## config.mk

```make
export PLATFORM = sky130hd
export DESIGN_NAME = gpt_timers
export DESIGN_NICKNAME = d
export VERILOG_FILES = /design/src/include/gpt_pkg.sv /design/src/rtl/gpt_edge_sample.sv /design/src/rtl/gpt_timers.sv
export SDC_FILE = /design/constraint.sdc
export NUM_CORES = 1
export LEC_CHECK = 0
export BUFFER_PORTS_ARGS = -buffer_cell sky130_fd_sc_hd__buf_2
export CAP_MARGIN = 40
export CORE_MARGIN = 4
export CORE_UTILIZATION = 40
export CTS_CLUSTER_DIAMETER = 40
export DETAILED_ROUTE_END_ITERATION = 16
export HOLD_SLACK_MARGIN = 0.02
export PLACE_DENSITY_LB_ADDON = 0.2
export SLEW_MARGIN = 20
export SYNTH_ARGS = -nofsm -noshare
export SYNTH_HDL_FRONTEND = slang
export SYNTH_HIERARCHICAL = 1
export SYNTH_SLANG_ARGS = --single-unit
```

## constraint.sdc

```tcl
create_clock -name mclk_in -period 2.6 [get_ports mclk_in]
set_input_delay 0.52 -clock mclk_in [delete_from_list [all_inputs] [get_ports mclk_in]]
set_output_delay 0.52 -clock mclk_in [all_outputs]
set_load 0.03 [all_outputs]
```

## src/include/gpt_pkg.sv

```systemverilog
// shared constants and types for the three general purpose timer/counters
package gpt_pkg;

    // -----------------------------------------------------------------
    // sizes and timing
    // -----------------------------------------------------------------
    localparam int unsigned GPT_UNITS        = 3;
    localparam int unsigned GPT_CNT_W        = 16;
    localparam int unsigned GPT_T2_IDX       = 2;
    localparam int unsigned GPT_EDGE_OSC     = 24; // oscillator periods to see one falling edge
    localparam int unsigned GPT_EDGE_MCS     = 2;  // machine cycles to see one falling edge
    localparam int unsigned GPT_OSC_PER_MC   = GPT_EDGE_OSC / GPT_EDGE_MCS;
    localparam int unsigned GPT_MC_CNT_W     = 8;

    // -----------------------------------------------------------------
    // count values
    // -----------------------------------------------------------------
    localparam logic [15:0] GPT_CNT_RST      = 16'h0000;
    localparam logic [15:0] GPT_CNT_MAX      = 16'hffff;
    localparam logic [15:0] GPT_CNT_ONE      = 16'h0001;
    localparam logic [7:0]  GPT_MC_ZERO      = 8'h00;
    localparam logic [7:0]  GPT_MC_ONE       = 8'h01;

    // -----------------------------------------------------------------
    // types
    // -----------------------------------------------------------------
    typedef enum logic [1:0] {
        GPT_T2_PLAIN   = 2'b00,
        GPT_T2_CAPTURE = 2'b01,
        GPT_T2_RELOAD  = 2'b11,
        GPT_T2_OUTGEN  = 2'b10
    } gpt_t2_mode_t;

    typedef struct packed {
        logic run;
        logic counter_mode;
        logic irq_en;
    } gpt_unit_cfg_t;

    typedef struct packed {
        logic [7:0] count_high_byte;
        logic [7:0] count_low_byte;
    } gpt_count_t;

    typedef struct packed {
        gpt_t2_mode_t mode;
        logic         trig_en;
        logic         updown_en;
    } gpt_t2_cfg_t;

endpackage

```

## src/rtl/gpt_edge_sample.sv

```systemverilog
// once-per-machine-cycle sampler with falling transition detect
module gpt_edge_sample (
    input  wire logic mclk_in,
    input  wire logic rst_in,
    input  wire logic tick_in,
    input  wire logic pin_in,
    output logic      level_out,
    output logic      fall_out
);

    // -----------------------------------------------------------------
    // sampling
    // -----------------------------------------------------------------
    logic samp_q;
    logic fall_q;
    wire  fall_d = samp_q & ~pin_in; // high then low on consecutive samples

    // fall stands for one whole machine cycle, consumed at the next tick
    always_ff @(posedge mclk_in or posedge rst_in) begin
        if (rst_in) begin
            samp_q <= 1'b0;
            fall_q <= 1'b0;
        end else if (tick_in) begin
            samp_q <= pin_in;
            fall_q <= fall_d;
        end
    end

    assign level_out = samp_q;
    assign fall_out  = fall_q;

endmodule

```

## src/rtl/gpt_timers.sv

```systemverilog
// three 16-bit timer/counters, the third with capture, reload and output modes

// What this block does
// - three independent 16-bit units, timer or counter
// - timer function counts every machine cycle
// - counter function counts pin falling transitions
// - pin sampled once per machine cycle
// - new count visible the following machine cycle
// - one edge takes two machine cycles
// - periodic interrupt requests from overflows
// - third unit always full 16-bit
// - third unit: plain, capture, reload, output
// - trigger pin captures, reloads, picks direction
module gpt_timers #(
    parameter int unsigned OSC_PER_MC = gpt_pkg::GPT_OSC_PER_MC
) (
    input  wire logic                                  mclk_in,
    input  wire logic                                  rst_in,
    input  wire logic                                  ext_count_in_0,
    input  wire logic                                  ext_count_in_1,
    input  wire logic                                  ext_count_in_2,
    input  wire logic                                  third_timer_trigger_in,
    input  wire gpt_pkg::gpt_unit_cfg_t [2:0]          unit_cfg_in,
    input  wire gpt_pkg::gpt_t2_cfg_t                  t2_cfg_in,
    input  wire logic [15:0]                           t2_reload_in,
    input  wire logic [2:0]                            flag_clear_in,
    output gpt_pkg::gpt_count_t [2:0]                  count_out,
    output logic [2:0]                                 ovf_flag_out,
    output logic [2:0]                                 irq_out,
    output logic [15:0]                                t2_capture_out,
    output logic                                       t2_toggle_out,
    output logic                                       mc_tick_out
);

    // -----------------------------------------------------------------
    // machine cycle timebase
    // -----------------------------------------------------------------
    localparam logic [7:0] MC_LAST = 8'(OSC_PER_MC - 1);

    logic [7:0] mc_cnt_q;
    logic       tick_q;
    wire        mc_wrap = (mc_cnt_q == MC_LAST);
    wire  [7:0] mc_cnt_d = mc_wrap ? gpt_pkg::GPT_MC_ZERO : mc_cnt_q + gpt_pkg::GPT_MC_ONE;

    // one-clock tick per machine cycle drives all sampling and counting
    always_ff @(posedge mclk_in or posedge rst_in) begin
        if (rst_in) begin
            mc_cnt_q <= gpt_pkg::GPT_MC_ZERO;
            tick_q   <= 1'b0;
        end else begin
            mc_cnt_q <= mc_cnt_d;
            tick_q   <= mc_wrap;
        end
    end

    // -----------------------------------------------------------------
    // pin sampling, one sampler per unit and one for the trigger
    // -----------------------------------------------------------------
    wire  [2:0] pin_w = {ext_count_in_2, ext_count_in_1, ext_count_in_0};
    logic [2:0] fall_w;
    logic       trig_lvl_w;
    logic       trig_fall_w;

    gpt_edge_sample u_trig (
        .mclk_in   (mclk_in),
        .rst_in    (rst_in),
        .tick_in   (tick_q),
        .pin_in    (third_timer_trigger_in),
        .level_out (trig_lvl_w),
        .fall_out  (trig_fall_w)
    );

    // -----------------------------------------------------------------
    // helper functions
    // -----------------------------------------------------------------
    // plain 16-bit step, wraps from all ones to zero
    function automatic logic [15:0] cnt_inc(input logic [15:0] v);
        return v + gpt_pkg::GPT_CNT_ONE;
    endfunction

    // third unit mode test, shared by every mode decode below
    function automatic logic t2_mode_is(input gpt_pkg::gpt_t2_mode_t cur,
                                        input gpt_pkg::gpt_t2_mode_t want);
        return (cur == want);
    endfunction

    // -----------------------------------------------------------------
    // per-unit count enable and plain 16-bit counting
    // -----------------------------------------------------------------
    // count_d holds every unit's next value, one register bank takes it
    gpt_pkg::gpt_count_t [2:0] count_q;
    gpt_pkg::gpt_count_t [2:0] count_d;
    logic [2:0]                inc_en;
    logic [2:0]                ovf_w;
    logic [15:0]               capture_q;
    logic                      toggle_q;

    genvar gi;
    generate
        for (gi = 0; gi < gpt_pkg::GPT_UNITS; gi++) begin : g_unit
            // samples on each machine cycle tick, fall stands one machine cycle
            gpt_edge_sample u_pin (
                .mclk_in   (mclk_in),
                .rst_in    (rst_in),
                .tick_in   (tick_q),
                .pin_in    (pin_w[gi]),
                .level_out (),
                .fall_out  (fall_w[gi])
            );

            // timer counts each machine cycle, counter only on a seen edge
            assign inc_en[gi] = tick_q & unit_cfg_in[gi].run
                              & (unit_cfg_in[gi].counter_mode ? fall_w[gi] : 1'b1);

            if (gi != gpt_pkg::GPT_T2_IDX) begin : g_basic
                assign ovf_w[gi] = inc_en[gi] & (count_q[gi] == gpt_pkg::GPT_CNT_MAX);

                // count applied at the tick after detection: visible next cycle
                assign count_d[gi] = inc_en[gi] ? cnt_inc(count_q[gi])
                                                : count_q[gi];
            end
        end
    endgenerate

    // -----------------------------------------------------------------
    // third unit: mode decode and next value
    // -----------------------------------------------------------------
    localparam int unsigned T2 = gpt_pkg::GPT_T2_IDX;

    wire [15:0] t2_cnt       = count_q[T2];
    // mode decode
    wire        t2_is_cap    = t2_mode_is(t2_cfg_in.mode, gpt_pkg::GPT_T2_CAPTURE);
    wire        t2_is_rld    = t2_mode_is(t2_cfg_in.mode, gpt_pkg::GPT_T2_RELOAD);
    wire        t2_is_out    = t2_mode_is(t2_cfg_in.mode, gpt_pkg::GPT_T2_OUTGEN);
    wire        t2_use_rld   = t2_is_rld | t2_is_out;
    // trigger level picks direction: high counts up, low counts down
    wire        t2_down      = t2_is_rld & t2_cfg_in.updown_en & ~trig_lvl_w;
    wire        t2_trig      = tick_q & trig_fall_w & t2_cfg_in.trig_en;
    wire        t2_force_rld = t2_trig & t2_is_rld & ~t2_cfg_in.updown_en;
    // counting bounds: all ones going up, reload value going down
    wire        t2_hit_top   = (t2_cnt == gpt_pkg::GPT_CNT_MAX);
    wire        t2_hit_bot   = (t2_cnt == t2_reload_in);
    wire        t2_step      = inc_en[T2];
    // full 16-bit roll in either direction, never a narrower mode
    wire        t2_ovf       = t2_step & (t2_down ? t2_hit_bot : t2_hit_top);
    // candidate next values
    wire [15:0] t2_inc       = cnt_inc(t2_cnt);
    wire [15:0] t2_dec       = t2_cnt - gpt_pkg::GPT_CNT_ONE;
    wire [15:0] t2_roll      = t2_down ? gpt_pkg::GPT_CNT_MAX : t2_reload_in;
    wire [15:0] t2_stepped   = (t2_ovf & t2_use_rld) ? t2_roll : (t2_down ? t2_dec : t2_inc);
    wire [15:0] t2_next      = t2_force_rld ? t2_reload_in
                             : (t2_step ? t2_stepped : t2_cnt);

    assign ovf_w[T2]   = t2_ovf;
    assign count_d[T2] = t2_next;

    // all three counts load their next value on every clock
    always_ff @(posedge mclk_in or posedge rst_in) begin
        if (rst_in) begin
            count_q <= {gpt_pkg::GPT_UNITS{gpt_pkg::GPT_CNT_RST}};
        end else begin
            count_q <= count_d;
        end
    end

    // third unit capture register and output toggle
    always_ff @(posedge mclk_in or posedge rst_in) begin
        if (rst_in) begin
            capture_q <= gpt_pkg::GPT_CNT_RST;
            toggle_q  <= 1'b0;
        end else begin
            if (t2_trig & t2_is_cap) begin
                capture_q <= t2_cnt;
            end
            if (t2_ovf & t2_is_out) begin
                toggle_q <= ~toggle_q;
            end
        end
    end

    // -----------------------------------------------------------------
    // overflow flags and interrupt requests
    // -----------------------------------------------------------------
    logic [2:0]  flag_q;
    logic [2:0]  irq_q;
    logic [2:0]  irq_en_w;
    logic [2:0]  flag_d;

    generate
        for (gi = 0; gi < gpt_pkg::GPT_UNITS; gi++) begin : g_flag
            assign irq_en_w[gi] = unit_cfg_in[gi].irq_en;
        end
    endgenerate

    // a rollover in the clearing cycle still sets the flag
    assign flag_d = ovf_w | (flag_q & ~flag_clear_in);

    // flag is sticky, request follows flag while enabled
    always_ff @(posedge mclk_in or posedge rst_in) begin
        if (rst_in) begin
            flag_q <= 3'h0;
            irq_q  <= 3'h0;
        end else begin
            flag_q <= flag_d;
            irq_q  <= flag_d & irq_en_w;
        end
    end

    // -----------------------------------------------------------------
    // outputs, all from flip-flops
    // -----------------------------------------------------------------
    assign count_out      = count_q;
    assign ovf_flag_out   = flag_q;
    assign irq_out        = irq_q;
    assign t2_capture_out = capture_q;
    assign t2_toggle_out  = toggle_q;
    assign mc_tick_out    = tick_q;

endmodule

```

* Yosys cells after proc, flatten, opt, wreduce, memory -nomap -nowiden
Index checks and enable logic that the tools add are counted.
W data, S select, Z words.
** Operators by class
- $add $sub $neg :: 5
- Eq/ne operators :: 8
- Multiplexer cells :: 10
- Bitwise operators :: 34
- Reduce and logical (&&, ||, !) cells :: 1
** Operator list (number)
- $mux W16 :: 5
- $add A16 B1 Y16 const B :: 3
- $eq A16 B16 Y1 const B :: 3
- $and A1 B1 Y1 :: 22
- $eq A16 B16 Y1 :: 1
- $sub A16 B1 Y16 const B :: 1
- $add A8 B1 Y8 const B :: 1
- $eq A8 B4 Y1 const B :: 1
- $mux W8 :: 1
- $not A1 Y1 :: 7
- $and A3 B3 Y3 :: 2
- $eq A2 B2 Y1 const B :: 2
- $mux W1 :: 4
- $not A3 Y3 :: 1
- $or A3 B3 Y3 :: 1
- $eq A2 B1 Y1 const B :: 1
- $reduce_bool A2 Y1 :: 1
- $or A1 B1 Y1 :: 1
** Word-level totals
- Register bits after elaboration :: 88
- Bits of input ports :: 38
- Output and inout port bits :: 72
- Logic and storage cells :: 78

* Depth between registers and ports, before layout
Gate-level depths: netlist (run 1).
- Depth after elaboration :: 9
- Gate-level depth with buffers :: 12
- Mapped depth without buffers :: 10

* By module
The synthesis (run 1) kept the hierarchy.
** Modules (own cells, without submodules)
- gpt_timers :: instances 1, cells each 485, area an instance 4574.4 um^2, seq. area each 2001.9 um^2
- gpt_edge_sample :: instances 4, cells each 7, area an instance 85.1 um^2, seq. area each 50.0 um^2

* Worst setup path after synthesis (run 1)
OpenSTA, ideal clock, no wires.
- Path type :: input -> register
- Start point :: input t2_cfg_in[3] (netlist name)
- End point :: register count_q (netlist bit count_out[46])
- Library setup time :: 0.094 ns
- Data arrival time :: 2.630 ns
- Required time :: 2.506 ns
- Path slack :: -0.124 ns
- Stages :: 11
- Buffers on the path :: 2
- Path through :: buf_2 > nand4b_2 > clkbuf_1 > xnor2_1 > ha_1 > nand3_1 > or3_1 > o32ai_1 > or3_1 > a21oi_1 > a211oi_1
** Between the ends
- Longest elaborated chain between the ends :: 9
- Elaborated cells between the ends (all ways) :: 16
- Classes of those cells :: eq/ne: 2; mux: 6; bitwise: 7; reduce/logical: 1
** RTL lines
- start, declared :: line gpt_timers.sv:24 : input wire gpt_pkg::gpt_t2_cfg_t t2_cfg_in,
- $eq A2 B2 Y1 :: line gpt_timers.sv:84 : return (cur == want);
- $and A1 B1 Y1 (2 in a row) :: line gpt_timers.sv:137 : wire t2_down = t2_is_rld & t2_cfg_in.updown_en & ~trig_lvl_w;
- $mux W1 :: line gpt_timers.sv:145 : wire t2_ovf = t2_step & (t2_down ? t2_hit_bot : t2_hit_top);
- $and A1 B1 Y1 :: line gpt_timers.sv:145
- $and A1 B1 Y1 :: line gpt_timers.sv:150 : wire [15:0] t2_stepped = (t2_ovf & t2_use_rld) ? t2_roll : (t2_down ? t2_dec : t2_inc);
- $mux W16 :: line gpt_timers.sv:150
- $mux W16 :: line gpt_timers.sv:152 : : (t2_step ? t2_stepped : t2_cnt);
- $mux W16 :: line gpt_timers.sv:151 : wire [15:0] t2_next = t2_force_rld ? t2_reload_in
- end signal, assigned :: line gpt_timers.sv:160 : count_q <= {gpt_pkg::GPT_UNITS{gpt_pkg::GPT_CNT_RST}};
- end signal, assigned :: line gpt_timers.sv:162 : count_q <= count_d;
- end, declared :: line gpt_timers.sv:91 : gpt_pkg::gpt_count_t [2:0] count_q;
Parallel ways exist; a longest one is shown, timed or not. The select of a mux whose other input is x is not followed.
A chain may end at the register's enable or synchronous reset.

* Worst setup path after layout (run 1)
- Start point :: register u_trig.samp_q, in the netlist u_trig/level_out
- End point :: register count_q (netlist bit count_out[34])
** Between the ends
- Longest elaborated chain between the ends :: 8
- Elaborated cells between the ends (all ways) :: 10
- Classes of those cells :: mux: 6; bitwise: 4
** RTL lines
- start, declared :: line gpt_edge_sample.sv:14 : logic samp_q;
- start signal, assigned :: line gpt_edge_sample.sv:24 : samp_q <= pin_in;
- $not A1 Y1 (*) :: line gpt_timers.sv:137
- $and A1 B1 Y1 (*) :: line gpt_timers.sv:137
- $mux W1 :: line gpt_timers.sv:145
- $and A1 B1 Y1 :: line gpt_timers.sv:145
- $and A1 B1 Y1 :: line gpt_timers.sv:150
- $mux W16 (*) :: line gpt_timers.sv:150
- $mux W16 (*) :: line gpt_timers.sv:152
- $mux W16 (*) :: line gpt_timers.sv:151
Every way passes the cells marked *; elsewhere a longest branch is shown, timed or not. The select of a mux whose other input is x is not followed.

==> results summary, run 1 <==
In this run the worst hold path is classified as in -> async. The data arrival time of the critical path came out at 2.73 ns. The number of max-slew violations in the final report is 0. The maximum number of pins on one net before global-route repair came out at 39. The total iterations of the first detailed-routing run is 5.

For this run, the total global-route usage over all layers was measured as 20.2%. STA classifies the critical path endpoint as a register. The height of the die is 119 um. The post-synthesis share of cell area spent on full adders, half adders and majority gates came out at 1.02%. The half-perimeter wire length after detailed placement is 10.8 mm. The number of clock buffers inserted by TritonCTS is 9. The most used flip-flop cell after synthesis is sky130_fd_sc_hd__dfrtp_1. The die boundary width came out at 119 um. The synthesized design devotes to its leading area cell type 44.8% of total area.

The maximum vdd ir drop is 0.000338 V. Clock latency on the worst-skew pair, taken at its later pin, is 0.35 ns. The relative slew slack is 63.2%. The count of state elements after synthesis came out at 88. The post-synthesis compound-gate area fraction came out at 13.4%. The synthesized netlist devotes 8.38% of its cell area to XOR and XNOR gates. The fraction of registers with async set or reset after synthesis is 100%. The max-capacitance violation count came out at 0. The library cell used as clock root buffer is sky130_fd_sc_hd__clkbuf_16. The number of DRC violations after detailed routing came out at 0. The floorplan has 40 rows. The distinct cell type count of the synthesized netlist came out at 64. The number of DRC markers in iteration 0 came out at 315. Relative to the synthesized area, the layout overhead comes to 27.4%.

The number of enable-type register cells in the synthesized netlist is 0. The slew at the pin closest to its max-slew limit is 0.538 ns. The post-route antenna net violation count came out at 0. The fraction of final layout cells sized beyond drive strength 1 came out at 32.2%. Of the available clock period, the critical path in the final layout requires 95.0%. The total number of yosys warnings is 6. The starting utilization of the core area is 40.9%.

The number of hold violations in the final report came to 0. The post-synth net total is 555. In this run the critical register-to-register path is captured at count_out[34]. The number of inserted filler cells in the final layout is 1161. In this run the mean area of a mapped cell was 9.58 um2. The worst setup timing slack at the placement stage came out at -0.0660 ns. The via count of the first global-routing pass is 4308.

The mapped netlist covers 4910 um2. In this run the critical register-to-register path is launched from u_trig/level_out. The number of buffers inserted by hold repair at cts is 0. The I/O pin count came out at 110. For flop-to-flop paths, the worst setup slack is 0.13 ns. The startpoint kind of the worst setup timing path is a register. The area of the placeable core is 12000 um2. After synthesis, the cell types taking the most area are sky130_fd_sc_hd__dfrtp_1, sky130_fd_sc_hd__xnor2_1, sky130_fd_sc_hd__mux2_2. The number of antenna repair diodes is 0. The instance count of the mapped netlist is 513. The number of antenna violations at the first check in global routing is 1. The count of buffers inserted at the top-level ports came out at 109. Using the TritonRoute via totals, the vias-per-cell ratio works out to 5.52. The area enclosed by the die boundary is 14100 um2. The run finished with clean final reports. The number of buffers between clock root and the deepest sink is 2. The final-layout setup total negative slack came out at 0 ns. The worst setup path is of the reg -> reg kind.

The share of cell area taken by muxes after synthesis came out at 6.16%. The final layout contains routed wiring with a total length of 14.2 mm. For the final database, setup skew stands at 0.00999 ns. The total number of nets in the final design is 698. The first global-routing pass estimated 23.0 mm of wire. The biggest fanout along the worst timing path is 9. The sequential fraction of the synthesis area came out at 44.8%. At the end of routability-driven placement, the weighted congestion stood at 0.950. The clock net in this run drives a total of 88 sinks. The total number of vias is 4460. Setup repair after global routing left no endpoint under its margin. The final routed wire length divided by cell count came out at 17.6 um.

The residual overflow from global routing came out at 0. The simple logic cell fraction of the synthesized area came out at 21.5%. The TritonCTS clock tree is built. The worst-case reg-to-reg path depth is 10. The count of endpoints failing setup in the final report is 0. Counting I/O delays and the setup requirement, the final critical path takes 2.47 ns. Clock-pin slew was measured on the worst setup and hold paths at 0.07 ns.

Of all cell types, the one taking the most synthesized area is sky130_fd_sc_hd__dfrtp_1. The critical path required time is 2.86 ns. The power density over the cells is 541 nW/um2. The highest achievable clock rate is 405 MHz.

By area, the combinational part of the netlist is dominated by simple AND/OR/NAND/NOR gates. The deepest level of the CTS H-tree came out at 3. The slack of the critical path is 0.129 ns. For this design the static power due to leakage is 3.12 nW.
## how the worst max path moves through the flow
stage | from | end | slack (ns) | cells past startpoint
global placement | t2_cfg_in[0] | count_out[44] | -0.03 | 10
floorplan | t2_cfg_in[3] | count_out[46] | 0.0005 | 11
CTS | u_trig/level_out | count_out[44] | 0.11 | 9
finish | u_trig/level_out | count_out[34] | 0.13 | 10
detailed placement | t2_cfg_in[0] | count_out[34] | -0.07 | 11
global route | u_trig/level_out | count_out[46] | 0.003 | 9
## power by group
group	switching (mW)	internal, mW
Clock	0.581	0.761
Combinational	0.338	0.221
Sequential	0.0694	1.41
## flip-flops by register name, summed over array words and instances (netlist names)
signal and cells:
count_out 48, u_trig/fall_out 1, mc_cnt_q 8, ovf_flag_out 3
irq_out 3, g_unit.u_pin/level_out 3, g_unit.u_pin/fall_out 3, u_trig/level_out 1
t2_capture_out 16, mc_tick_out 1, t2_toggle_out 1
## cell families after synthesis
kind of cell | count (synthesis)
AND/OR/NAND/NOR | 200
AO/OA/AOI/OAI | 90
flip-flops | 88
buffers and inverters | 58
XOR/XNOR | 47
multiplexers | 26
adder cells (fa/ha/maj) | 4
## metal layers
metal	routed length [um]	vias to the layer above	GRT usage [%]
met3	1000	32	5.03
met5	7	-	0
met1	6280	2160	27.4
met4	296	2	6.66
met2	6630	162	31.8
li1	-	2104	-
## critical path: stages (launching register included)
cell and delay [ns]:
sky130_fd_sc_hd__dfrtp_1 0.39, sky130_fd_sc_hd__and4b_1 0.26, sky130_fd_sc_hd__buf_4 0.19, sky130_fd_sc_hd__a41oi_1 0.10, sky130_fd_sc_hd__a2111oi_4 0.42, sky130_fd_sc_hd__nand3_2 0.12
sky130_fd_sc_hd__buf_4 0.15, sky130_fd_sc_hd__nor2_2 0.23, sky130_fd_sc_hd__buf_4 0.20, sky130_fd_sc_hd__o211ai_1 0.10, sky130_fd_sc_hd__a32oi_1 0.23
## cell usage in the layout, fill, tap and decap left out, types with 4 or more instances in the layout
cell type                   instances
sky130_fd_sc_hd__nand2b_1           9
sky130_fd_sc_hd__nor2_1            36
sky130_fd_sc_hd__mux2_4             4
sky130_fd_sc_hd__o21ai_0           15
sky130_fd_sc_hd__o22ai_1            6
sky130_fd_sc_hd__clkbuf_16          9
sky130_fd_sc_hd__mux2_2            18
sky130_fd_sc_hd__and2_1             4
sky130_fd_sc_hd__a31oi_1            4
sky130_fd_sc_hd__mux2i_1            4
sky130_fd_sc_hd__a21oi_1           20
sky130_fd_sc_hd__o221ai_1           4
sky130_fd_sc_hd__nand3_1           25
sky130_fd_sc_hd__nand4_1           13
sky130_fd_sc_hd__a211oi_1           4
sky130_fd_sc_hd__nor2b_1           13
sky130_fd_sc_hd__inv_1             29
sky130_fd_sc_hd__and3_1            12
sky130_fd_sc_hd__nand2_1           38
sky130_fd_sc_hd__nor3_1            14
sky130_fd_sc_hd__dfrtp_1           88
sky130_fd_sc_hd__or3_1              9
sky130_fd_sc_hd__xnor2_1           30
sky130_fd_sc_hd__buf_2            109
sky130_fd_sc_hd__xor2_1            17
sky130_fd_sc_hd__nor4_1             6
sky130_fd_sc_hd__nand3b_1           6
sky130_fd_sc_hd__buf_4             48
## cell usage after synthesis (all sizes together) (3+ instances only)
cell type,instances
a2111oi,3
a211oi,4
a21oi,22
a22oi,3
a31oi,4
and2,4
and3,12
and4,3
buf,10
clkbuf,18
dfrtp,88
ha,4
inv,30
mux2,22
mux2i,4
nand2,38
nand2b,9
nand3,26
nand3b,6
nand4,13
nor2,37
nor2b,13
nor3,16
nor4,6
o211ai,3
o21ai,16
o221ai,5
o22ai,6
o31ai,4
or3,9
xnor2,30
xor2,17
## through the flow
| step | power [mW] | cells | hold slack, ns | util [%] | cell area, um2 |
|---|---|---|---|---|---|
| after floorplan | 1.84 | 513 | 0.261 | - | 4940 |
| after global placement | 2.06 | 791 | 0.424 | 49.5 | 5950 |
| after detailed placement | 2.07 | 791 | 0.426 | 49.5 | 5950 |
| after CTS | 3.42 | 807 | 0.0590 | 52.0 | 6250 |
| after global routing | 3.54 | 808 | 0.0582 | 52.1 | 6260 |
| final | 3.38 | 808 | 0.0652 | 52.1 | 6260 |
## layout make-up
class                   count  area (um2)  area share [%]
flip-flops and latches     88        2200            35.2
clock buffers              10         229            3.66
clock inverters             6        75.1            1.20
repair buffers            160         951            15.2
inverters                  30         114            1.82
multi-input cells         367        2500            40.0
well taps                 147         184            2.94
## timing repair
item	CTS	global route
setup endpoints to repair	0	1
gates resized for setup	0	1
buffers inserted	0	0
No activity file was read; power rests on OpenSTA's default activity.
==> run 2, diff against run 1 <==
==> constraint.sdc (replaced) <==
create_clock -name mclk_in -period 2.6 [get_ports mclk_in]
set_input_delay 0.26 -clock mclk_in [delete_from_list [all_inputs] [get_ports mclk_in]]
set_output_delay 0.26 -clock mclk_in [all_outputs]
set_load 0.03 [all_outputs]
==> results summary, run 2 (synthesis gave the netlist of run 1 again) <==
Outcome: finished clean (unchanged). The startpoint of the worst-slack reg-to-reg timing path is u_trig/level_out (unchanged). The total number of placement rows came out at 40 (unchanged). The max-capacitance violation count came out at 0 (unchanged). The final-layout setup total negative slack is 0 ns (unchanged).

The worst-case hold path end point is ovf_flag_out[0]. The total detailed-routing wirelength is 14.1 mm (was 14.2 mm). The largest clock skew in the final design came to 0.00963 ns (was 0.00999 ns). The clock sink count is 88 (unchanged). The number of clock buffers inserted by TritonCTS is 9 (unchanged). The placed instance area came out at 5870 um2 (was 5950 um2). The fraction of final layout cells sized beyond drive strength 1 is 31.8% (was 32.2%). The number of hold violations in the final report is 0 (unchanged). The count of cells along the worst hold path came out at 2.

The count of endpoints failing setup in the final report is 0 (unchanged). The number of inserted filler cells in the final layout is 1154 (was 1161). The wire length of the first global-routing pass came out at 22.9 mm (was 23.0 mm).

The final worst hold slack came out at 0.111 ns (was 0.0652 ns). The number of DRC markers in iteration 0 came out at 318 (was 315). The worst setup path category is reg -> reg (unchanged). The starting utilization of the core area came out at 40.9% (unchanged). The startpoint kind of the worst setup timing path is a register (unchanged). The clock-pin transition on the worst setup and hold timing paths came to 0.07 ns (about the same).

The die boundary width came to 119 um (unchanged). The total number of nets in the final design came out at 692 (was 698). The critical path required time is 2.80 ns (was 2.86 ns). The clock period minus final worst setup slack came out at 2.45 ns (was 2.47 ns). The via count of the first global-routing pass came out at 4361 (was 4308). The library cell used as clock root buffer is sky130_fd_sc_hd__clkbuf_16 (unchanged). The number of DRC violations after detailed routing is 0 (unchanged). The final routed wire length divided by cell count was 17.6 um (about the same). The leakage power summed over all cells is 3.07 nW (was 3.12 nW).

The data arrival time of the critical path is 2.65 ns (was 2.73 ns). The number of antenna violations at the first check in global routing came to 0 (was 1). The TritonCTS clock tree is built (unchanged). The global routing usage summed across all routing layers came to 20.1% (was 20.2%). The deepest level of the CTS H-tree came to 3 (unchanged). The maximum vdd ir drop is 0.000413 V (was 0.000338 V).

The area enclosed by the die boundary came out at 14100 um2 (unchanged). The number of buffers between clock root and the deepest sink is 2 (unchanged). The residual overflow from global routing is 0 (unchanged). The total number of vias is 4388 (was 4460).

The number of max-slew violations in the final report is 0 (unchanged). The post-route antenna net violation count came out at 0 (unchanged). Commonest non-fill, non-tap cells in the layout: sky130_fd_sc_hd__buf_2, sky130_fd_sc_hd__dfrtp_1, sky130_fd_sc_hd__buf_4 (unchanged).

The half-perimeter wire length after detailed placement was 10.7 mm (was 10.8 mm). The via density per instance came out at 5.47 (was 5.52). The area of the placeable core is 12000 um2 (unchanged). The highest achievable clock rate is 408 MHz (was 405 MHz). The storage element area is 2200 um2 (unchanged). The relative slew slack is 49.5% (was 63.2%). The height of the die is 119 um (unchanged). The multi-input combinational cell area came out at 2500 um2 (about the same). The worst-case reg-to-reg path depth came out at 8 (was 10). The cell with the largest stage delay on the worst path is sky130_fd_sc_hd__a2111oi_4 (unchanged). The destination of the worst register-to-register timing path is count_out[42] (was count_out[34]). The biggest fanout along the worst timing path is 8 (was 9).

The latest clock arrival within the worst-skew pair was 0.35 ns (about the same). The power density over the cells came to 532 nW/um2 (was 541 nW/um2). The growth of design area from synthesis to finish is 26.3% (was 27.4%). The total iterations of the first detailed-routing run was 5 (unchanged). The share of the cycle needed by the critical path after routing came out at 94.2% (was 95.0%). The hold path startpoint is flag_clear_in[0]. The slack of the critical path is 0.151 ns (was 0.129 ns). The slew at the pin closest to its max-slew limit came out at 0.751 ns (was 0.538 ns). The maximum number of pins on one net before global-route repair came to 42 (was 39). The worst min-delay path class was in -> reg (was in -> async). The flip-flop count of the largest register after layout came out at 48 (unchanged). The final weighted congestion in routability-driven placement is 0.939 (was 0.950). The finished layout cell area was 6210 um2 (was 6260 um2). The I/O pin count is 110 (unchanged).

The number of antenna repair diodes is 0 (unchanged). The most common cell after layout, fill and taps aside is sky130_fd_sc_hd__buf_2 (unchanged). The number of setup buffers added after CTS came out at 0 (unchanged). The kind of end point of the critical path is a register (unchanged). RSZ-0062 raised after global routing: no (unchanged). The worst setup timing slack at the placement stage came out at 0.0778 ns (was -0.0660 ns). The register-to-register setup slack is 0.15 ns (was 0.13 ns). Cells traversed along the worst timing path: and4b_2 > a41oi_1 > a2111oi_4 > nand3_2 > or2_1 > buf_4 > a21oi_1 > o32ai_1 (was and4b_1 > buf_4 > a41oi_1 > a2111oi_4 > nand3_2 > buf_4 > nor2_2 > buf_4 > o211ai_1 > a32oi_1). The count of buffers inserted at the top-level ports was 109 (unchanged).

The biggest cell delay along the critical path is 0.46 ns (was 0.42 ns).
run 2: what timing repair did:
action | 4_1_cts | 5_1_grt
hold endpoints to repair | 8 | 0
hold buffers | 1 | 0
endpoints found under the setup margin | 0 | 11
gates resized for setup | 0 | 4
run 2: layout make-up:
cell class                 count  share of cell area (%)
clock buffer                  10                    3.85
clock inverter                 6                   0.826
inverter                      30                    1.83
multi-input combinational    367                    40.3
sequential                    88                    35.5
tap                          147                    2.96
timing repair buffer         154                    14.7
run 2: worst max-delay path: cells and delay by family (launching register included):
| family | cells | cell delay, ns |
|---|---|---|
| buf+inv | 1 | 0.20 |
| compound gates | 4 | 0.84 |
| simple gates | 3 | 0.86 |
| flops | 1 | 0.42 |
run 2: metrics by stage:
stage / std cells / utilization [%] / power, mW
detailed placement: 784 / 48.9 / 2.06
CTS: 801 / 51.4 / 3.33
floorplan: 513 / - / 1.84
finish: 802 / 51.7 / 3.30
global route: 802 / 51.7 / 3.46
global placement: 784 / 48.9 / 2.05
run 2: report_power, final:
part	leakage [nW]	switching, mW	internal, mW
registers	1.19	0.0681	1.41
clock network	0.133	0.577	0.686
logic	1.75	0.341	0.216
run 2: how the worst max path moves through the flow:
stage	start	to	slack, ns
detailed placement	u_trig/level_out	count_out[42]	0.08
CTS	u_trig/level_out	count_out[42]	0.07
finish	u_trig/level_out	count_out[42]	0.15
floorplan	u_trig/level_out	count_out[46]	0.08
global placement	u_trig/level_out	count_out[42]	0.21
global route	u_trig/level_out	count_out[47]	0.01
run 2: routing by layer:
layer	vias to the layer above	routed length (um)	track usage, %
met4	0	231	5.43
met3	16	1010	6.03
met2	148	6690	32.5
met1	2127	6170	26.2
met5	-	0	0
li1	2097	-	-
==> run 3, diff against run 2 <==
--- a/config.mk
+++ b/config.mk
@@ -13,6 +13,7 @@
 export DETAILED_ROUTE_END_ITERATION = 16
 export HOLD_SLACK_MARGIN = 0.02
 export PLACE_DENSITY_LB_ADDON = 0.2
+export RECOVER_POWER = 100
 export SLEW_MARGIN = 20
 export SYNTH_ARGS = -nofsm -noshare
 export SYNTH_HDL_FRONTEND = slang
==> results summary, run 3 (synthesis gave the netlist of run 1 again) <==
The total iterations of the first detailed-routing run is 5 (unchanged). The number of inserted filler cells in the final layout came out at 1211 (was 1154). The library cell used as clock root buffer was sky130_fd_sc_hd__clkbuf_16 (unchanged). The kind of end point of the critical path is a register (unchanged). The number of DRC violations after detailed routing is 0 (unchanged). Commonest non-fill, non-tap cells in the layout: sky130_fd_sc_hd__dfrtp_1, sky130_fd_sc_hd__clkbuf_1, sky130_fd_sc_hd__nand2_1 (was sky130_fd_sc_hd__buf_2, sky130_fd_sc_hd__dfrtp_1, sky130_fd_sc_hd__buf_4). Outcome: finished clean (unchanged). The startpoint of the worst-slack reg-to-reg timing path is u_trig/level_out (unchanged). The amount of wire on met2 after detailed routing is 6.74 mm (was 6.69 mm).

The hold path startpoint is flag_clear_in[0] (unchanged). The count of endpoints failing setup in the final report came out at 0 (unchanged). The half-perimeter wire length after detailed placement came out at 10.7 mm (unchanged). The deepest level of the CTS H-tree is 3 (unchanged). The maximum vdd ir drop came out at 0.000411 V (was 0.000413 V). The final-layout setup total negative slack came out at 0 ns (unchanged). The maximum number of pins on one net before global-route repair came out at 42 (unchanged). The max-capacitance violation count came out at 0 (unchanged). The I/O pin count is 110 (unchanged). The number of setup buffers added after CTS is 0 (unchanged). The worst min-delay path class was in -> reg (unchanged). RSZ-0062 raised after global routing: no (unchanged). The number of hold violations in the final report came out at 0 (unchanged). The final worst hold slack is 0.115 ns (was 0.111 ns). The via count of the first global-routing pass came out at 4361 (unchanged). The global routing usage summed across all routing layers came to 20.1% (unchanged). The area enclosed by the die boundary came out at 14100 um2 (unchanged).

The clock sink count is 88 (unchanged). The number of buffers between clock root and the deepest sink is 2 (unchanged). The uppermost layer routed is met4 (unchanged).

The die boundary width came to 119 um (unchanged). The highest achievable clock rate is 404 MHz (was 408 MHz). The leakage power summed over all cells came to 2.73 nW (was 3.07 nW). The post-route antenna net violation count came out at 0 (unchanged). The slew at the pin closest to its max-slew limit is 0.917 ns (was 0.751 ns). The total number of nets in the final design came out at 692 (unchanged). The register-to-register setup slack was 0.13 ns (was 0.15 ns). The biggest fanout along the worst timing path was 8 (unchanged). The largest clock skew in the final design came out at 0.0101 ns (was 0.00963 ns). The critical path required time came out at 2.81 ns (was 2.80 ns). The flip-flop count of the largest register after layout is 48 (unchanged).

The clock-pin transition on the worst setup and hold timing paths came out at 0.07 ns (about the same). The startpoint kind of the worst setup timing path is a register (unchanged). The final routed wire length divided by cell count was 17.6 um (about the same).

The number of max-slew violations in the final report is 0 (unchanged). The number of antenna violations at the first check in global routing is 0 (unchanged). The total number of placement rows is 40 (unchanged). The latest clock arrival within the worst-skew pair is 0.35 ns (about the same).

The total detailed-routing wirelength is 14.1 mm (about the same). The wire length of the first global-routing pass came out at 22.9 mm (unchanged). The starting utilization of the core area came to 40.9% (unchanged).

The count of buffers inserted at the top-level ports is 109 (unchanged). The fraction of final layout cells sized beyond drive strength 1 came out at 19.5% (was 31.8%). The number of antenna repair diodes was 0 (unchanged). The final weighted congestion in routability-driven placement is 0.939 (unchanged). The relative slew slack is 38.9% (was 49.5%). The number of clock buffers inserted by TritonCTS is 9 (unchanged).

The most common cell after layout, fill and taps aside is sky130_fd_sc_hd__dfrtp_1 (was sky130_fd_sc_hd__buf_2). The worst setup path category is reg -> reg (unchanged). The height of the die is 119 um (unchanged). The residual overflow from global routing is 0 (unchanged). The area of the placeable core is 12000 um2 (unchanged). The startpoint of the most critical setup path is u_trig/level_out (unchanged). The total number of vias came out at 4432 (was 4388).

The clock period minus final worst setup slack is 2.47 ns (was 2.45 ns). The slack of the critical path was 0.125 ns (was 0.151 ns). The total power came out at 3.29 mW (was 3.30 mW). The TritonCTS clock tree is built (unchanged). The via density per instance is 5.53 (was 5.47).

The data arrival time of the critical path was 2.68 ns (was 2.65 ns). The routed length on met3 is 1.05 mm (was 1.01 mm). The worst setup timing slack at the placement stage came to 0.0778 ns (unchanged). The share of the cycle needed by the critical path after routing is 95.2% (was 94.2%).

The number of DRC markers in iteration 0 came out at 364 (was 318). The growth of design area from synthesis to finish is 23.3% (was 26.3%). The power density over the cells is 542 nW/um2 (was 532 nW/um2). The routed length on met1 is 6.10 mm (was 6.17 mm).
==> run 3: changes by cell type in the layout (fill, tap and decap cells not counted), sizes merged <==
cell | before | now
buf | 153 | 72
clkbuf | 10 | 91
clkinv | 2 | 1
clkinvlp | 3 | 4
==> run 3: where the power goes <==
part / switching [mW] / total [mW] / internal (mW)
Combinational: 0.340 / 0.537 / 0.197
Sequential: 0.0681 / 1.48 / 1.41
Clock: 0.581 / 1.27 / 0.686
==> run 3: per-stage QoR <==
stage | utilization [%] | cell area [um2] | std cells
final | 50.4 | 6060 | 802
after detailed placement | 48.9 | 5870 | 784
after global routing | 50.4 | 6060 | 802
after CTS | 51.4 | 6170 | 801
after floorplan | - | 4910 | 513
after global placement | 48.9 | 5870 | 784
==> run 3: layout make-up <==
class	instances	area, um2	share of cell area, %
Clock buffer	10	239	3.94
Timing Repair Buffer	154	793	13.1
Inverter	30	114	1.88
Multi-Input combinational cell	367	2470	40.9
Tap cell	147	184	3.04
Sequential cell	88	2200	36.3
Clock inverter	6	51.3	0.847
==> run 3: what timing repair did <==
action | CTS | global route
resized for setup | 0 | 4
setup endpoints to repair | 0 | 11
endpoints found under the hold margin | 8 | 0
hold buffers | 1 | 0
==> run 3: final timing paths <==
check,to,cells past startpoint
worst max register to register,count_out[36],7
worst min register to register,t2_toggle_out,1
worst max-delay path,count_out[36],7
min in group asynchronous,g_unit[0].u_pin/level_out,3
max in group asynchronous,count_out[20],5
worst min-delay path,ovf_flag_out[0],2
==> run 3: routing by layer <==
| layer | track usage [%] | vias up |
|---|---|---|
| li1 | - | 2095 |
| met1 | 26.2 | 2160 |
| met2 | 32.5 | 159 |
| met3 | 6.03 | 18 |
| met4 | 5.43 | 0 |
| met5 | 0 | - |
==> run 3: worst max-delay path, stage by stage (launching register included) <==
cell                        delay [ns]
sky130_fd_sc_hd__dfrtp_1          0.42
sky130_fd_sc_hd__and4b_2          0.42
sky130_fd_sc_hd__a41oi_1          0.11
sky130_fd_sc_hd__a2111oi_4        0.46
sky130_fd_sc_hd__nand3_2          0.14
sky130_fd_sc_hd__or2_1            0.27
sky130_fd_sc_hd__o21ai_2          0.35
sky130_fd_sc_hd__a22oi_1          0.16
